### src/hw/pcs_pkg.sv
// constants shared by the pipeline control and status register bank
package pcs_pkg;
    // stage numbering
    localparam int NUM_STAGES = 4;
    localparam int STG_DEFECT = 0;
    localparam int STG_INTERP = 1;
    localparam int STG_COLOR  = 2;
    localparam int STG_GAMMA  = 3;

    // register byte offsets
    localparam logic [11:0] OFS_STAGE_STRIDE = 12'h010;
    localparam logic [11:0] OFS_CONTROL      = 12'h000;
    localparam logic [11:0] OFS_SOFT_RESET   = 12'h004;
    localparam logic [11:0] OFS_STATUS       = 12'h040;
    localparam logic [11:0] OFS_INT_CTRL     = 12'h044;
    localparam logic [11:0] OFS_PHASE        = 12'h048;
    localparam logic [11:0] OFS_TIMING_BASE  = 12'h050;

    // control, reset and interrupt control fields
    localparam int CTL_RUN_BIT    = 0;
    localparam int CTL_UPDATE_BIT = 1;
    localparam int CTL_CLEAR_BIT  = 2;
    localparam int SRST_BIT       = 0;
    localparam int INT_EN_BIT     = 0;
    localparam int INT_CLR_BIT    = 1;
    localparam int PHASE_X_BIT    = 0;
    localparam int PHASE_Y_BIT    = 1;

    // status flag positions
    localparam int ST_LO          = 8;
    localparam int ST_HI          = 16;
    localparam int ST_VSYNC       = 8;
    localparam int ST_ROWS_ERR    = 9;
    localparam int ST_COLS_ERR    = 10;
    localparam int ST_VERTICAL_BLANK_POLARITY_CHANGED  = 11;
    localparam int ST_HORIZONTAL_BLANK_POLARITY_CHANGED  = 12;
    localparam int ST_TOTAL_ROW_COUNT_CHANGED   = 13;
    localparam int ST_TOTAL_COLUMN_COUNT_CHANGED   = 14;
    localparam int ST_BLANK_ROW_COUNT_CHANGED   = 15;
    localparam int ST_BLANK_COLUMN_COUNT_CHANGED   = 16;

    // reset values
    localparam logic       RST_RUN_ENABLE = 1'h1;
    localparam logic       RST_UPDATE     = 1'h0;
    localparam logic       RST_SOFT       = 1'h0;
    localparam logic       RST_INT_EN     = 1'h0;
    localparam logic [8:0] RST_INT_MASK   = 9'h000;
    localparam logic [8:0] RST_STATUS     = 9'h000;
    localparam logic [1:0] RST_PHASE      = 2'h0;

    // timing register set; limits must be powers of two
    localparam int MAX_COLS   = 1024;
    localparam int MAX_ROWS   = 1024;
    localparam int TIM_W      = 10;
    localparam int MEAS_W     = 11;
    localparam int NUM_TIMING = 9;
    localparam logic [TIM_W-1:0] COL_MASK  = TIM_W'(MAX_COLS - 1);
    localparam logic [TIM_W-1:0] ROW_MASK  = TIM_W'(MAX_ROWS - 1);
    localparam logic [TIM_W-1:0] RST_TIM   = 10'h000;
    // active_left, active_right, active_top, active_bottom, total_rows,
    // total_cols, blank_rows, blank_left, blank_right: set bit = row field
    localparam logic [NUM_TIMING-1:0] ROW_FIELDS = 9'h05C;
endpackage : pcs_pkg

### src/hw/pcs_pipeline_regs.sv
// control, status and double-buffered timing registers of the pipeline
// Operation
// - clearing the run enable halts a stage; it resets to enabled
// - run enable changes reach the stage only at vertical blank rising edge
// - host sets the update bit; shadows copy to working at next vblank rise
// - update semaphore exists in all stages except gamma
// - writing one to interpolation control bit 2 clears status flags
// - soft reset bit returns stage registers to defaults; it resets to zero
// - outputs held at zero or defaults while soft reset stays set, except working timing, which follows the detector
// - status bit 8 sync seen, bit 9 rows too many, bit 10 columns
// - status bits 11 to 16 flag polarity and count changes in order
// - interrupt control bit 0 global enable, bit 1 clears sources
// - interrupt control bits 8 to 16 let a rising flag request interrupt
// - irq goes high when an enabled flag rises with global enable set
// - column timing fields hold values below the column limit
// - row timing fields hold values below the row limit
// - phase bits 0 and 1 pick horizontal and vertical bayer phase
// - writes to double-buffered registers land in shadows at once
// - working timing follows the detector until the first copy
// - interpolation reset returns working timing to detector values
`timescale 1ns/1ps
module pcs_pipeline_regs (
    input  wire logic                      mclk,
    input  wire logic                      rst,
    input  wire logic [11:0]               paddr,
    input  wire logic                      psel,
    input  wire logic                      penable,
    input  wire logic                      pwrite,
    input  wire logic [31:0]               pwdata,
    output logic      [31:0]               prdata,
    output logic                           pready,
    output logic                           pslverr,
    input  wire logic                      vblank_in,
    input  wire logic                      det_vsync_seen,
    input  wire logic                      det_vblank_pol,
    input  wire logic                      det_hblank_pol,
    input  wire logic [pcs_pkg::MEAS_W-1:0] det_total_rows,
    input  wire logic [pcs_pkg::MEAS_W-1:0] det_total_cols,
    input  wire logic [pcs_pkg::MEAS_W-1:0] det_blank_rows,
    input  wire logic [pcs_pkg::MEAS_W-1:0] det_blank_cols,
    input  wire logic [pcs_pkg::TIM_W-1:0]  meas_timing [pcs_pkg::NUM_TIMING],
    output logic      [pcs_pkg::TIM_W-1:0]  work_timing [pcs_pkg::NUM_TIMING],
    output logic      [3:0]                stage_run,
    output logic      [3:0]                stage_hold,
    output logic      [3:0]                stage_commit,
    output logic                           bayer_phase_x,
    output logic                           bayer_phase_y,
    output logic                           irq
);
    localparam int NT = pcs_pkg::NUM_TIMING;
    localparam int TW = pcs_pkg::TIM_W;
    localparam int SI = pcs_pkg::STG_INTERP;

    function automatic logic stage_hit(input logic [11:0] a, input int s,
                                       input logic [11:0] ofs);
        return a == (12'(s) * pcs_pkg::OFS_STAGE_STRIDE + ofs);
    endfunction : stage_hit

    // timing register index, or 15 when the address holds none
    function automatic logic [3:0] tim_index(input logic [11:0] a);
        logic [11:0] rel;
        rel = a - pcs_pkg::OFS_TIMING_BASE;
        if (a >= pcs_pkg::OFS_TIMING_BASE && rel < 12'(NT * 4) && a[1:0] == 2'h0) begin
            return 4'(rel >> 2);
        end
        return 4'hF;
    endfunction : tim_index

    logic            vb_s1_ff, vb_s2_ff, vb_s3_ff, vb_rise;
    logic            pready_ff, pslverr_ff;
    logic [31:0]     prdata_ff, rd_data;
    logic            rd_err, wr_en;
    logic [3:0]      wr_tim;
    logic [3:0]      ctl_wr, srst_wr, ctl_en, ctl_upd, srst, run, commit;
    logic            clear_cmd, isrst;
    logic [8:0]      st_ff, ev, rise, mask_ff;
    logic            int_en_ff, irq_ff;
    logic [1:0]      phase_sh_ff, phase_wk_ff;
    logic [TW-1:0]   shadow_ff [NT];
    logic [TW-1:0]   work_ff [NT];
    logic            use_host_ff;
    logic            prev_valid_ff, vpol_prev_ff, hpol_prev_ff;
    logic [pcs_pkg::MEAS_W-1:0] trows_prev_ff, tcols_prev_ff, brows_prev_ff, bcols_prev_ff;

    // vblank comes from the pin domain, only the second and third stages are looked at
    always_ff @(posedge mclk or posedge rst) begin
        if (rst) begin
            vb_s1_ff <= 1'b0;
            vb_s2_ff <= 1'b0;
            vb_s3_ff <= 1'b0;
        end else begin
            vb_s1_ff <= vblank_in;
            vb_s2_ff <= vb_s1_ff;
            vb_s3_ff <= vb_s2_ff;
        end
    end
    assign vb_rise = vb_s2_ff & ~vb_s3_ff;

    // apb: one wait-free access phase; answer prepared during setup
    assign wr_en  = psel & penable & pwrite & pready_ff;
    assign wr_tim = tim_index(paddr);

    always_comb begin
        rd_data = 32'h0000_0000;
        rd_err  = 1'b0;
        if (wr_tim != 4'hF) begin
            rd_data[TW-1:0] = shadow_ff[wr_tim];
        end else if (paddr == pcs_pkg::OFS_STATUS) begin
            rd_data[pcs_pkg::ST_HI:pcs_pkg::ST_LO] = st_ff;
        end else if (paddr == pcs_pkg::OFS_INT_CTRL) begin
            rd_data[pcs_pkg::INT_EN_BIT] = int_en_ff;
            rd_data[pcs_pkg::ST_HI:pcs_pkg::ST_LO] = mask_ff;
        end else if (paddr == pcs_pkg::OFS_PHASE) begin
            rd_data[1:0] = phase_sh_ff;
        end else begin
            rd_err = 1'b1;
            for (int s = 0; s < pcs_pkg::NUM_STAGES; s++) begin
                if (stage_hit(paddr, s, pcs_pkg::OFS_CONTROL)) begin
                    rd_data[pcs_pkg::CTL_RUN_BIT]    = ctl_en[s];
                    rd_data[pcs_pkg::CTL_UPDATE_BIT] = ctl_upd[s];
                    rd_err = 1'b0;
                end
                if (stage_hit(paddr, s, pcs_pkg::OFS_SOFT_RESET)) begin
                    rd_data[pcs_pkg::SRST_BIT] = srst[s];
                    rd_err = 1'b0;
                end
            end
        end
    end

    always_ff @(posedge mclk or posedge rst) begin
        if (rst) begin
            pready_ff  <= 1'b0;
            pslverr_ff <= 1'b0;
            prdata_ff  <= 32'h0000_0000;
        end else begin
            pready_ff  <= psel & ~penable;
            pslverr_ff <= psel & ~penable & rd_err;
            if (psel & ~penable & ~pwrite) begin
                prdata_ff <= rd_data;
            end
        end
    end

    // stage control blocks; gamma has no write-done semaphore
    generate
        for (genvar s = 0; s < pcs_pkg::NUM_STAGES; s++) begin : g_stage
            assign ctl_wr[s]  = wr_en & stage_hit(paddr, s, pcs_pkg::OFS_CONTROL);
            assign srst_wr[s] = wr_en & stage_hit(paddr, s, pcs_pkg::OFS_SOFT_RESET);
            pcs_stage_ctl #(
                .HAS_UPDATE (s != pcs_pkg::STG_GAMMA)
            ) u_ctl (
                .mclk        (mclk),
                .rst         (rst),
                .vblank_rise (vb_rise),
                .ctl_wr      (ctl_wr[s]),
                .srst_wr     (srst_wr[s]),
                .wdata       (pwdata),
                .enable_ff   (ctl_en[s]),
                .update_ff   (ctl_upd[s]),
                .soft_rst_ff (srst[s]),
                .run_ff      (run[s]),
                .commit_ff   (commit[s])
            );
        end
    endgenerate

    assign isrst     = srst[SI];
    assign clear_cmd = (ctl_wr[SI] & pwdata[pcs_pkg::CTL_CLEAR_BIT])
                     | (wr_en & (paddr == pcs_pkg::OFS_INT_CTRL)
                        & pwdata[pcs_pkg::INT_CLR_BIT]);

    // detector history for change flags; first sample after reset is no change
    always_ff @(posedge mclk or posedge rst) begin
        if (rst) begin
            prev_valid_ff <= 1'b0;
            vpol_prev_ff  <= 1'b0;
            hpol_prev_ff  <= 1'b0;
            trows_prev_ff <= '0;
            tcols_prev_ff <= '0;
            brows_prev_ff <= '0;
            bcols_prev_ff <= '0;
        end else begin
            prev_valid_ff <= ~isrst;
            vpol_prev_ff  <= det_vblank_pol;
            hpol_prev_ff  <= det_hblank_pol;
            trows_prev_ff <= det_total_rows;
            tcols_prev_ff <= det_total_cols;
            brows_prev_ff <= det_blank_rows;
            bcols_prev_ff <= det_blank_cols;
        end
    end

    always_comb begin
        ev    = 9'h000;
        ev[0] = det_vsync_seen;
        ev[1] = det_total_rows > pcs_pkg::MEAS_W'(pcs_pkg::MAX_ROWS);
        ev[2] = det_total_cols > pcs_pkg::MEAS_W'(pcs_pkg::MAX_COLS);
        if (prev_valid_ff) begin
            ev[3] = det_vblank_pol != vpol_prev_ff;
            ev[4] = det_hblank_pol != hpol_prev_ff;
            ev[5] = det_total_rows != trows_prev_ff;
            ev[6] = det_total_cols != tcols_prev_ff;
            ev[7] = det_blank_rows != brows_prev_ff;
            ev[8] = det_blank_cols != bcols_prev_ff;
        end
    end
    assign rise = ev & ~st_ff;

    // sticky flags; a new event in the clear cycle survives the clear
    always_ff @(posedge mclk or posedge rst) begin
        if (rst) begin
            st_ff <= pcs_pkg::RST_STATUS;
        end else if (isrst) begin
            st_ff <= pcs_pkg::RST_STATUS;
        end else begin
            st_ff <= ev | (clear_cmd ? 9'h000 : st_ff);
        end
    end

    always_ff @(posedge mclk or posedge rst) begin
        if (rst) begin
            int_en_ff <= pcs_pkg::RST_INT_EN;
            mask_ff   <= pcs_pkg::RST_INT_MASK;
        end else if (isrst) begin
            int_en_ff <= pcs_pkg::RST_INT_EN;
            mask_ff   <= pcs_pkg::RST_INT_MASK;
        end else if (wr_en && paddr == pcs_pkg::OFS_INT_CTRL) begin
            int_en_ff <= pwdata[pcs_pkg::INT_EN_BIT];
            mask_ff   <= pwdata[pcs_pkg::ST_HI:pcs_pkg::ST_LO];
        end
    end

    // only a fresh rise interrupts, so an uncleared flag cannot re-trigger
    always_ff @(posedge mclk or posedge rst) begin
        if (rst) begin
            irq_ff <= 1'b0;
        end else if (isrst) begin
            irq_ff <= 1'b0;
        end else if (int_en_ff && (rise & mask_ff) != 9'h000) begin
            irq_ff <= 1'b1;
        end else if (clear_cmd) begin
            irq_ff <= 1'b0;
        end
    end

    always_ff @(posedge mclk or posedge rst) begin
        if (rst) begin
            phase_sh_ff <= pcs_pkg::RST_PHASE;
            phase_wk_ff <= pcs_pkg::RST_PHASE;
        end else if (isrst) begin
            phase_sh_ff <= pcs_pkg::RST_PHASE;
            phase_wk_ff <= pcs_pkg::RST_PHASE;
        end else begin
            if (wr_en && paddr == pcs_pkg::OFS_PHASE) begin
                phase_sh_ff <= pwdata[1:0];
            end
            if (commit[SI]) begin
                phase_wk_ff <= phase_sh_ff;
            end
        end
    end

    // fields are masked to the limit width, limits being powers of two
    always_ff @(posedge mclk or posedge rst) begin
        if (rst) begin
            for (int i = 0; i < NT; i++) begin
                shadow_ff[i] <= pcs_pkg::RST_TIM;
            end
        end else if (isrst) begin
            for (int i = 0; i < NT; i++) begin
                shadow_ff[i] <= pcs_pkg::RST_TIM;
            end
        end else if (wr_en && wr_tim != 4'hF) begin
            shadow_ff[wr_tim] <= pwdata[TW-1:0] & (pcs_pkg::ROW_FIELDS[wr_tim]
                                 ? pcs_pkg::ROW_MASK : pcs_pkg::COL_MASK);
        end
    end

    always_ff @(posedge mclk or posedge rst) begin
        if (rst) begin
            use_host_ff <= 1'b0;
        end else if (isrst) begin
            use_host_ff <= 1'b0;
        end else if (commit[SI]) begin
            use_host_ff <= 1'b1;
        end
    end

    always_ff @(posedge mclk or posedge rst) begin
        if (rst) begin
            for (int i = 0; i < NT; i++) begin
                work_ff[i] <= pcs_pkg::RST_TIM;
            end
        end else begin
            for (int i = 0; i < NT; i++) begin
                if (commit[SI]) begin
                    work_ff[i] <= shadow_ff[i];
                end else if (!use_host_ff || isrst) begin
                    work_ff[i] <= meas_timing[i];
                end
            end
        end
    end

    assign prdata        = prdata_ff;
    assign pready        = pready_ff;
    assign pslverr       = pslverr_ff;
    assign work_timing   = work_ff;
    assign stage_run     = run;
    assign stage_hold    = srst;
    assign stage_commit  = commit;
    assign bayer_phase_x = phase_wk_ff[pcs_pkg::PHASE_X_BIT];
    assign bayer_phase_y = phase_wk_ff[pcs_pkg::PHASE_Y_BIT];
    assign irq           = irq_ff;

    run_enable_a: assert property (@(posedge mclk) disable iff (rst)
        vb_rise && !ctl_en[SI] && !isrst |=> !stage_run[SI])
        else $error("stage kept running after disable at vblank");
    run_edge_a: assert property (@(posedge mclk) disable iff (rst)
        $changed(stage_run[SI]) |-> $past(vb_rise) || $past(isrst))
        else $error("run enable changed mid frame");
    commit_copy_a: assert property (@(posedge mclk) disable iff (rst)
        stage_commit[SI] |=> work_timing[4] == $past(shadow_ff[4]) && use_host_ff)
        else $error("shadow not copied on commit");
    gamma_nosema_a: assert property (@(posedge mclk) disable iff (rst)
        !ctl_upd[pcs_pkg::STG_GAMMA] && !stage_commit[pcs_pkg::STG_GAMMA])
        else $error("gamma stage shows a semaphore");
    status_clear_a: assert property (@(posedge mclk) disable iff (rst)
        clear_cmd && ev == 9'h000 |=> st_ff == 9'h000)
        else $error("status flags not cleared");
    soft_hold_a: assert property (@(posedge mclk) disable iff (rst)
        isrst [*2] |-> !stage_run[SI] && !irq && st_ff == 9'h000)
        else $error("outputs not held during soft reset");
    irq_raise_a: assert property (@(posedge mclk) disable iff (rst)
        int_en_ff && (rise & mask_ff) != 9'h000 && !isrst |=> irq ##1 (irq || clear_cmd))
        else $error("enabled flag rise did not raise irq");
    flag_sticky_a: assert property (@(posedge mclk) disable iff (rst)
        st_ff[0] && !clear_cmd && !isrst |=> st_ff[0])
        else $error("status flag dropped without clear");
    follow_meas_a: assert property (@(posedge mclk) disable iff (rst)
        !use_host_ff && !commit[SI] |=> work_timing[0] == $past(meas_timing[0]))
        else $error("working timing not following detector");
    host_write_a: assert property (@(posedge mclk) disable iff (rst)
        wr_en && wr_tim == 4'h0 && !isrst |=> shadow_ff[0] == $past(pwdata[TW-1:0]))
        else $error("shadow write lost");

    commit_seen_c: cover property (@(posedge mclk) disable iff (rst) stage_commit[SI]);
    irq_seen_c: cover property (@(posedge mclk) disable iff (rst) $rose(irq) ##[1:50] clear_cmd);
    disable_c: cover property (@(posedge mclk) disable iff (rst) $fell(stage_run[SI]));
endmodule : pcs_pipeline_regs

### src/hw/pcs_stage_ctl.sv
// per-stage run enable, write-done semaphore and soft reset
`timescale 1ns/1ps
module pcs_stage_ctl #(
    parameter bit HAS_UPDATE = 1'b1
) (
    input  wire logic        mclk,
    input  wire logic        rst,
    input  wire logic        vblank_rise,
    input  wire logic        ctl_wr,
    input  wire logic        srst_wr,
    input  wire logic [31:0] wdata,
    output logic             enable_ff,
    output logic             update_ff,
    output logic             soft_rst_ff,
    output logic             run_ff,
    output logic             commit_ff
);
    always_ff @(posedge mclk or posedge rst) begin
        if (rst) begin
            enable_ff <= pcs_pkg::RST_RUN_ENABLE;
        end else if (soft_rst_ff) begin
            enable_ff <= pcs_pkg::RST_RUN_ENABLE;
        end else if (ctl_wr) begin
            enable_ff <= wdata[pcs_pkg::CTL_RUN_BIT];
        end
    end

    // a host write in the vblank cycle wins; the copy uses the old value
    always_ff @(posedge mclk or posedge rst) begin
        if (rst) begin
            update_ff <= pcs_pkg::RST_UPDATE;
        end else if (soft_rst_ff) begin
            update_ff <= pcs_pkg::RST_UPDATE;
        end else if (ctl_wr) begin
            update_ff <= HAS_UPDATE & wdata[pcs_pkg::CTL_UPDATE_BIT];
        end else if (vblank_rise) begin
            update_ff <= 1'b0;
        end
    end

    always_ff @(posedge mclk or posedge rst) begin
        if (rst) begin
            soft_rst_ff <= pcs_pkg::RST_SOFT;
        end else if (srst_wr) begin
            soft_rst_ff <= wdata[pcs_pkg::SRST_BIT];
        end
    end

    // run moves only at frame start or when soft reset forces it low, so the enable never cuts a frame in half
    always_ff @(posedge mclk or posedge rst) begin
        if (rst) begin
            run_ff <= pcs_pkg::RST_RUN_ENABLE;
        end else if (soft_rst_ff) begin
            run_ff <= 1'b0;
        end else if (vblank_rise) begin
            run_ff <= enable_ff;
        end
    end

    always_ff @(posedge mclk or posedge rst) begin
        if (rst) begin
            commit_ff <= 1'b0;
        end else begin
            commit_ff <= HAS_UPDATE & vblank_rise & update_ff & ~soft_rst_ff;
        end
    end
endmodule : pcs_stage_ctl

### config.mk
export PLATFORM = sky130hd
export DESIGN_NAME = pcs_pipeline_regs
export DESIGN_NICKNAME = d
export VERILOG_FILES = /design/src/hw/pcs_pkg.sv /design/src/hw/pcs_pipeline_regs.sv /design/src/hw/pcs_stage_ctl.sv
export SDC_FILE = /design/constraint.sdc
export NUM_CORES = 1
export LEC_CHECK = 0
export BUFFER_PORTS_ARGS = -buffer_cell sky130_fd_sc_hd__buf_2
export CAP_MARGIN = 40
export CORE_MARGIN = 5
export CORE_UTILIZATION = 54
export DETAILED_ROUTE_END_ITERATION = 10
export PLACE_DENSITY = 0.8
export SETUP_SLACK_MARGIN = 0.2
export SYNTH_ARGS = -nofsm -noshare
export SYNTH_HDL_FRONTEND = slang
export SYNTH_SLANG_ARGS = --single-unit
### constraint.sdc
create_clock -name mclk -period 10.55 [get_ports mclk]
set_clock_uncertainty 0.2 [all_clocks]
set_input_delay 1.5825 -clock mclk [delete_from_list [all_inputs] [get_ports mclk]]
set_output_delay 1.5825 -clock mclk [all_outputs]
set_load 0.02 [all_outputs]
==> flow_summary.toml, run 1 <==
[run_status]
status = "complete, no violations"

[timing]
slew_violations = 0
finalSetupTns_ps = 0
finalHoldViolCount = 0
fmaxAchievable_mhz = 217.9
hold_ws_ps = 145.1
worstMarginPinSlew_ps = 883.9
rsz0062_at_grt = "false"
finalCriticalPeriod_ps = 4590
relSlewSlack_pct = 41.07
fin_crit_sh_pct = 43.51
setup_viol = 0

[grt]
grt-ovfl-total = 0
grt_usage_pct = 26.44
grt_max_degree = 99
antenna_found_initial = 6
grt_pass1_vias = 10990
grt_first_pass_wirelength_um = 60170

[synth]
synth_top_cell_by_area = "dfrtp_1"
synth_cell_type_count = 68
synthArstFlopShare_pct = 100.0
synthTopCellsByArea = "dfrtp_1 52%, mux2i_1 13%, nand2_1 4.6%"
ys_ff_latch = 292
yosys_warnings = 0
synth-main-ff-cell = "dfrtp_1"
synth_edf_count = 0
synthesis.instances = 1291
avgSynthCellArea_um2 = 10.53
synth.yosys.seq_area_share_pct = 53.84
syn_area_mm2 = 0.01359
synth_top_area_share_pct = 52.30

[power]
ir_worst_vdd_uv = 158.4
finalPower_mw = 2.489
leakagePower_nw = 7.582
pwr_density_cell_mw_per_mm2 = 153.2

[critical_path]
rr_startpoint = "g_stage[1].u_ctl.soft_rst_ff"
r2r_end = "work_timing[44]"
critical_path_class = "input pin to flop"
r2r_slack_ps = 7750
cp.arrival_ps = 4810
end_kind = "flop"
cp-start-kind = "input pin"
crit_path_start = "paddr[4]"
worstPathMaxFanout = 22
reg2reg_depth = 4
cp.required_ps = 10770

[clock_tree]
cts_setup_buffers = 0
cts_tree = "done"
insertion_delay_ps = 560
clk_pin_slew_ps = 60
cts_resized = 0
cts_buffer_depth = 3
ctsHoldBuffers = 0
clock-sinks = 292
cts_buffers = 31
h-tree-depth = 1
cts_root_buf = "clkbuf_16"

[job]
cap_violations = 0

[finish]
instances_no_fill = 1888
fin_nets = 1723
syn2layout_area_growth_pct = 19.56
finalInstanceArea_mm2 = 0.01625
drive_gt1_share_pct = 25.64

[route]
drc_errors = 0
first_iter_violations = 1087
wl_per_cell_um = 20.37
vias = 10840
drt_wl_total_um = 38460
drtAntennaViolNets = 0
dr.pass1.iters = 5
vias_per_cell = 5.739

[place]
routabilityCongestion = 0.9713
dp.cells = 1828
placed_area_mm2 = 0.01518
port_buffers = 294
dp_hpwl_um = 27630

[worst_hold_path]
hold_class = "flop to flop"
hold_depth = 0
hold_start = "vb_s1_ff"
hold_path_end = "vb_s2_ff"

[die]
die_h_um = 168.6
die_area_mm2 = 0.02844
initial_core_util_pct = 54.44
chipWidth_um = 168.6
coreArea_mm2 = 0.02496
pin_count = 326
rows = 58
==> critical path, stage by stage <==
cell	delay (ps)
buf_2	280
inv_1	210
ha_1	770
nand2_1	300
nor3_2	530
nand3_1	710
mux2i_1	360
nor2_1	60
==> area by class of cell <==
class | instances | area, um2
fillers | 1982 | 8717
flip-flops and latches | 292 | 7325
multi-input cells | 883 | 5709
repair buffers | 311 | 1679
clock buffers | 43 | 900.9
well taps | 330 | 412.9
clock inverters | 15 | 162.7
inverters | 12 | 52.55
diodes | 2 | 5.005
==> Yosys cell counts (12+ instances only) <==
library cell	count
mux2i_1	183
o22ai_1	12
clkbuf_1	72
buf_4	29
buf_2	13
xnor2_1	44
nor2_1	120
nand4_1	14
o21ai_0	108
nand3_1	22
dfrtp_1	284
inv_1	12
nand2_1	167
a21oi_1	50
==> cells by family (layout without fill, tap and decap cells) <==
family	count (synthesis)	after routing	share of synthesized area, %
AND/OR/NAND/NOR	388	388	12.96
flip-flops	292	292	53.84
AO/OA/AOI/OAI	231	231	10.09
multiplexers	197	197	15.05
buffers and inverters	131	381	4.594
XOR/XNOR	46	46	2.965
adder cells (fa/ha/maj)	5	5	0.4604
other	1	18	0.02760
==> layout by cell type, fill, tap and decap left out, types with 12 or more instances in the layout <==
cell type    n
mux2i_1    183
a21oi_1     50
nor2_1     120
clkbuf_16   31
o22ai_1     12
buf_2      294
nand2_1    167
buf_4       13
dfrtp_1    282
xnor2_1     44
o21ai_0    108
nand4_1     14
nand3_1     22
conb_1      16
==> worst max path at each step <==
stage | end | slack, ps | cells after the start
CTS | shadow_ff[15] | 6120 | 8
floorplan | bcols_prev_ff[0] | 720 | 1
global placement | shadow_ff[19] | 5620 | 8
finish | shadow_ff[15] | 5960 | 8
detailed placement | shadow_ff[15] | 5550 | 8
global route | shadow_ff[49] | 5750 | 8
==> registers in the layout, summed over array words and instances (netlist names), 9 cells and up <==
signal         flops
prdata            17
work_timing       90
st_ff              9
tcols_prev_ff     11
mask_ff            9
brows_prev_ff     11
trows_prev_ff     11
shadow_ff         90
bcols_prev_ff     11
==> power by group <==
group	switching [mW]	leakage, nW	internal (mW)	total, mW
combinational	0.134	3.39	0.0732	0.207
sequential	0.0149	3.67	1.15	1.17
clock	0.448	0.527	0.669	1.12
==> layer usage <==
| metal | wire length (um) | global-route usage [%] |
|---|---|---|
| met1 | 15210 | 34.57 |
| met4 | 1308 | 8.433 |
| met2 | 18220 | 43.55 |
| met5 | 33 | 0 |
| met3 | 3694 | 6.889 |
==> metrics by stage <==
stage                     utilization [%]  setup WS [ps]
after floorplan                         -          718.3
after global placement              60.24           5619
after detailed placement            60.80           5547
after CTS                           65.06           6123
after global routing                65.07           5745
final                               65.08           5960
No activity file was read; power rests on OpenSTA's default activity.
==> run 2, diff against run 1 <==
--- a/config.mk
+++ b/config.mk
@@ -5,12 +5,13 @@
 export SDC_FILE = /design/constraint.sdc
 export NUM_CORES = 1
 export LEC_CHECK = 0
+export ABC_AREA = 1
 export BUFFER_PORTS_ARGS = -buffer_cell sky130_fd_sc_hd__buf_2
 export CAP_MARGIN = 40
 export CORE_MARGIN = 5
-export CORE_UTILIZATION = 54
+export CORE_UTILIZATION = 49
 export DETAILED_ROUTE_END_ITERATION = 10
-export PLACE_DENSITY = 0.8
+export PLACE_DENSITY = 0.77
 export SETUP_SLACK_MARGIN = 0.2
 export SYNTH_ARGS = -nofsm -noshare
 export SYNTH_HDL_FRONTEND = slang
==> constraint.sdc (replaced) <==
create_clock -name mclk -period 3.9 [get_ports mclk]
set_clock_uncertainty 0.2 [all_clocks]
set_input_delay 0.585 -clock mclk [delete_from_list [all_inputs] [get_ports mclk]]
set_output_delay 0.585 -clock mclk [all_outputs]
set_load 0.02 [all_outputs]
==> run 2 against run 1 <==
Against the previous run:
- via count grew 15%
- cell count rose by 19%
- worst setup slack worse by 5000 ps
- sequential share of layout area is 1.2 points lower
- die area rose by 8.5%
- synthesized area fell by 1.1%
- critical path type unchanged
- largest cell class unchanged
- synthesized cell count up 21%
==> flow_summary.toml, run 2 <==
[route]
drc_errors = 0
drt_wl_total_um = 42740
drtAntennaViolNets = 0
wl_per_cell_um = 19.06
first_iter_violations = 1238
vias = 12420
dr.pass1.iters = 5
vias_per_cell = 5.541

[critical_path]
end_kind = "flop"
cp.required_ps = 4120
cp-start-kind = "input pin"
worstPathMaxFanout = 20
critical_path_class = "input pin to flop"
cp.arrival_ps = 3130

[synth]
synth_commonest_cells = "386 x nand2_1, 284 x dfrtp_1, 149 x nor2_1, 142 x o21ai_0, 120 x nand3_1"
yosysMostFrequentCell = "nand2_1"
yosys_warnings = 0
synth_edf_count = 0
avgSynthCellArea_um2 = 8.630
synth_top_cell_by_area = "dfrtp_1"
synth-main-ff-cell = "dfrtp_1"
synthTopCellsByArea = "dfrtp_1 53%, nand2_1 11%, o21ai_0 5.3%"
synth_cell_type_count = 39
synthArstFlopShare_pct = 100.0
synthesis.instances = 1558
synth_top_area_share_pct = 52.86
syn_area_mm2 = 0.01345
ys_ff_latch = 292
synth.yosys.seq_area_share_pct = 54.42

[run_status]
status = "complete, no violations"

[die]
die_h_um = 175.7
pin_count = 326
coreArea_mm2 = 0.02695
initial_core_util_pct = 49.89
die_area_mm2 = 0.03085
rows = 60
chipWidth_um = 175.7

[clock_tree]
cts_setup_buffers = 0
clk_pin_slew_ps = 60
cts_tree = "done"
cts_root_buf = "clkbuf_16"
cts_buffers = 31
insertion_delay_ps = 560
h-tree-depth = 1
clock-sinks = 292
cts_buffer_depth = 3

[place]
routabilityCongestion = 0.9649
dp.cells = 2137
dp_hpwl_um = 29470
port_buffers = 294

[timing]
fin_crit_sh_pct = 74.65
finalHoldViolCount = 0
finalSetupTns_ps = 0
relSlewSlack_pct = 51.99
finalCriticalPeriod_ps = 2912
worstMarginPinSlew_ps = 717.4
rsz0062_at_grt = "false"
setup_viol = 0
slew_violations = 0
fmaxAchievable_mhz = 343.5

[finish]
final_cell_mix = "385 x nand2_1, 294 x buf_2, 283 x dfrtp_1"
instances_no_fill = 2242
seqCellArea_mm2 = 0.007318
fillers = 2283
drive_gt1_share_pct = 21.20
final_common_cell = "nand2_1"
num_antenna_cells = 0
multiInputGateArea_mm2 = 0.005313
fin_nets = 2069
syn2layout_area_growth_pct = 24.05

[grt]
grt_first_pass_wirelength_um = 66560
antenna_found_initial = 1
grt-ovfl-total = 0
grt_pass1_vias = 12270
grt_usage_pct = 26.87
grt_max_degree = 111

[job]
cap_violations = 0

[power]
comb_power_share_pct = 7.9
pwr_density_cell_mw_per_mm2 = 393.1
swShare_pct = 23.54
seq_power_share_pct = 47.9
internal_power_mw = 5.013
leakagePower_nw = 7.985
p_sw_mw = 1.544
ir_worst_vdd_uv = 412.3
p_clk_share_pct = 44.2

[worst_hold_path]
hold_class = "input pin to flop"
## run 2: cell count changes after synthesis, moves of 29 or more
cell and delta:
nand3_1 +98, a21oi_1 -29, a31oi_1 +88, o21ai_0 +34, mux2i_1 -180, nor2_1 +29, inv_1 +75, nand2_1 +219
## run 2: final timing paths
kind / start / endpoint / slack, ps / cells past startpoint
max: paddr[4] / shadow_ff[4] / 990 / 15
max reg2reg: pready / shadow_ff[4] / 1230 / 5
max in group asynchronous: rst / work_timing[64] / 2250 / 5
min in group asynchronous: rst / shadow_ff[15] / 300 / 3
min: penable / pready / 30 / 2
min reg2reg: vb_s1_ff / vb_s2_ff / 150 / 0
## run 2: final cells by class
class / instances / share of cell area (%)
multi-input cells: 1086 / 31.85
flip-flops and latches: 292 / 43.88
repair buffers: 373 / 13.56
clock buffers: 52 / 5.664
inverters: 93 / 2.146
well taps: 341 / 2.558
clock inverters: 5 / 0.3376
## run 2: critical path, cell delays in order
cell and delay, ps:
buf_2 220, inv_2 90, ha_1 210, inv_1 50, nand2_1 50, nor2_1 90
nand2_1 100, nor2_4 120, nand2_2 90, clkinv_4 100, o31ai_4 130, nor2_4 470
nand2_1 500, nand3_1 200, o21ai_0 110
## run 2: repair_timing
action                    4_1_cts  5_1_grt
resized for setup               0        0
hold endpoints to repair       51        0
hold buffers                   48        0
## run 2: cell families after synthesis
kind of cell	share of synthesized area, %
DFF	54.42
other	0.02789
AOI/OAI and AO/OA	12.97
and+or+nand+nor	22.48
muxes	0.2233
buffers and inverters	6.542
adders and majority gates	0.4653
xor gates and xnor gates	2.866
## run 2: power groups by stage
stage               combinational (mW)  clock [mW]  sequential (mW)
finish                           0.516        2.90             3.14
global route                     0.566        3.06             3.15
CTS                              0.513        2.93             3.14
detailed placement               0.473           0             3.20
global placement                 0.457           0             3.19
floorplan                        0.202           0             3.26
## run 2: per-layer routing
layer	part of all wire, %	track usage (%)	vias to the layer above
met2	50	46.40	551
li1	-	-	5802
met5	0.026	0	-
met4	3.4	8.609	2
met3	8.1	5.467	101
met1	38	34.14	5967
## run 2: through the flow
step	hold slack (ps)	setup WS, ps	cell area, um2	power, mW	util [%]
floorplan	131.2	-753.6	13510	3.460	-
global placement	136.7	577.2	15100	3.649	56.04
detailed placement	137.0	493.9	15200	3.670	56.39
CTS	15.90	1062	16680	6.589	61.88
global route	41.51	812.2	16680	6.777	61.88
finish	31.60	988.5	16680	6.557	61.88
==> run 3, diff against run 2 <==
--- a/config.mk
+++ b/config.mk
@@ -9,9 +9,9 @@
 export BUFFER_PORTS_ARGS = -buffer_cell sky130_fd_sc_hd__buf_2
 export CAP_MARGIN = 40
 export CORE_MARGIN = 5
-export CORE_UTILIZATION = 49
+export CORE_UTILIZATION = 54
 export DETAILED_ROUTE_END_ITERATION = 10
-export PLACE_DENSITY = 0.77
+export PLACE_DENSITY = 0.8
 export SETUP_SLACK_MARGIN = 0.2
 export SYNTH_ARGS = -nofsm -noshare
 export SYNTH_HDL_FRONTEND = slang
==> constraint.sdc (replaced) <==
create_clock -name mclk -period 2.8 [get_ports mclk]
set_clock_uncertainty 0.2 [all_clocks]
set_input_delay 0.42 -clock mclk [delete_from_list [all_inputs] [get_ports mclk]]
set_output_delay 0.42 -clock mclk [all_outputs]
set_load 0.02 [all_outputs]
==> run 3 against run 2 <==
Against the previous run:
- non-clock buffer count up 107
- worst setup slack worse by 520 ps
- worst hold slack worse by 15 ps
- combinational power up 65%
- die area down 8.7%
- cell area up 6.8%
- cell count up 4.1%
- via count up 8.9%
- critical endpoint is now shadow_ff[24]
- largest cell class unchanged
==> flow_summary.toml, run 3 (synthesized netlist as in run 2, its figures left out) <==
[run_status]
status = "complete, no violations"

[critical_path]
crit_path_top_delay_cell = "nor2_4"
crit_family = "simple AND/OR/NAND/NOR gates"
worstPathMaxFanout = 15
timing.critical_path.mode_cell = "nand2_1"
critPathMaxStageDelay_ps = 330
cp.arrival_ps = 2540
end_kind = "flop"
cp-start-kind = "input pin"
cp.required_ps = 3010
critical_path_class = "input pin to flop"
path_cells = "buf_2 > inv_2 > ha_1 > inv_1 > nand2_1 > nor2_1 > nand2_1 > nor2_4 > nand2_2 > clkinv_4 > nand2_2 > nor2_4 > buf_4 > nand3_4 > nand2_1 > o22ai_1"
crit_buf_inv = 5

[power]
finalPower_mw = 9.503
ir_worst_vdd_uv = 477.3
leakagePower_nw = 8.479
pwr_density_cell_mw_per_mm2 = 533.3

[die]
die_area_mm2 = 0.02816
rows = 57
die_h_um = 167.8
initial_core_util_pct = 55.12
pin_count = 326
coreArea_mm2 = 0.02439
chipWidth_um = 167.8

[timing]
rsz0062_at_grt = "false"
finalHoldViolCount = 0
fmaxAchievable_mhz = 428.8
fin_crit_sh_pct = 83.28
setup_slack_ps = 468.1
finalCriticalPeriod_ps = 2332
finalSetupTns_ps = 0
slew_violations = 0
setup_viol = 0
relSlewSlack_pct = 58.34
worstMarginPinSlew_ps = 623.5

[route]
dr.pass1.iters = 6
drc_errors = 0
wl_met3_um = 3724
vias_per_cell = 5.796
wl_per_cell_um = 19.57
first_iter_violations = 1381
drt_wl_total_um = 45710
wl_met2_um = 23150
vias = 13530
wl_met1_um = 16510
top_layer = "met5"
drtAntennaViolNets = 0

[finish]
drive_gt1_share_pct = 20.65
seqCellArea_mm2 = 0.007318
utilization_pct = 73.06
final_cell_mix = "385 x nand2_1, 294 x buf_2, 283 x dfrtp_1"
fillers = 1713
fin_nets = 2176
instances_no_fill = 2335
multiInputGateArea_mm2 = 0.005313
final_common_cell = "nand2_1"
syn2layout_area_growth_pct = 32.53

[clock_tree]
cts_buffer_depth = 3
cts_tree = "done"
cts_root_buf = "clkbuf_16"
clock-sinks = 292
insertion_delay_ps = 550
cts_buffers = 31
cts_resized = 0
h-tree-depth = 1
cts_setup_buffers = 0
clk_pin_slew_ps = 70

[place]
place_ws_ps = -51.14
port_buffers = 294
routabilityCongestion = 1.005
dp.cells = 2126
dp_hpwl_um = 29020

[grt]
grt_pass1_vias = 13510
grt_first_pass_wirelength_um = 71870
grt_max_degree = 91
grt_usage_pct = 31.45
grt-ovfl-total = 0
antenna_found_initial = 5

[worst_hold_path]
hold_class = "input pin to flop"

[job]
cap_violations = 0
## run 3: changes by cell type in the layout (fill, tap and decap cells not counted), sizes merged
| cell | before | now |
|---|---|---|
| buf | 325 | 331 |
| bufinv | 1 | 5 |
| clkbuf | 52 | 39 |
| clkinv | 4 | 8 |
| clkinvlp | 2 | 4 |
| diode | 0 | 6 |
| dlygate4sd3 | 48 | 149 |
## run 3: through the flow
step,hold slack [ps],cell area (um2)
detailed placement,136.4,15260
floorplan,131.2,13510
finish,16.16,17820
global route,41.95,17810
global placement,133.1,15260
CTS,5.275,17800
## run 3: area by class of cell
cell class | instances | share of cell area, %
Antenna cell | 6 | 0.08426
Multi-Input combinational cell | 1086 | 29.81
Tap cell | 324 | 2.275
Timing Repair Buffer | 480 | 18.82
Inverter | 93 | 2.008
Sequential cell | 292 | 41.07
Clock buffer | 39 | 4.747
Clock inverter | 15 | 1.187
## run 3: final timing paths
kind                                              start                           end  slack, ps  cells after the start
min reg2reg                                    vb_s1_ff                      vb_s2_ff        150                      0
min in group asynchronous                           rst               work_timing[13]        260                      3
min                                           pwdata[0]  g_stage[1].u_ctl.soft_rst_ff         20                      3
max                                            paddr[4]                 shadow_ff[24]        470                     16
max in group asynchronous                           rst       g_stage[0].u_ctl.run_ff       1310                      4
max reg2reg                g_stage[1].u_ctl.soft_rst_ff                 shadow_ff[45]        570                      4
## run 3: what timing repair did
| item | in CTS | in global routing |
|---|---|---|
| hold buffers | 149 | 0 |
| hold endpoints to repair | 162 | 0 |
| endpoints found under the setup margin | 0 | 0 |
## run 3: report_power, final
group          internal (mW)  leakage, nW  switching [mW]  total [mW]
clock                   2.58        0.515            1.69        4.27
sequential              4.32         3.71          0.0582        4.38
combinational          0.383         4.26           0.468       0.851
## run 3: layer usage
metal / vias to the layer above / global-route usage (%)
met5: - / 0
met4: 4 / 13.48
met3: 208 / 5.463
met2: 789 / 54.91
met1: 6489 / 38.58
li1: 6044 / -
## run 3: worst register-to-register path: stages, from the launching register on
cell	delay (ps)
dfrtp_1	370
buf_4	200
inv_2	430
nand2_1	550
o21ai_0	360
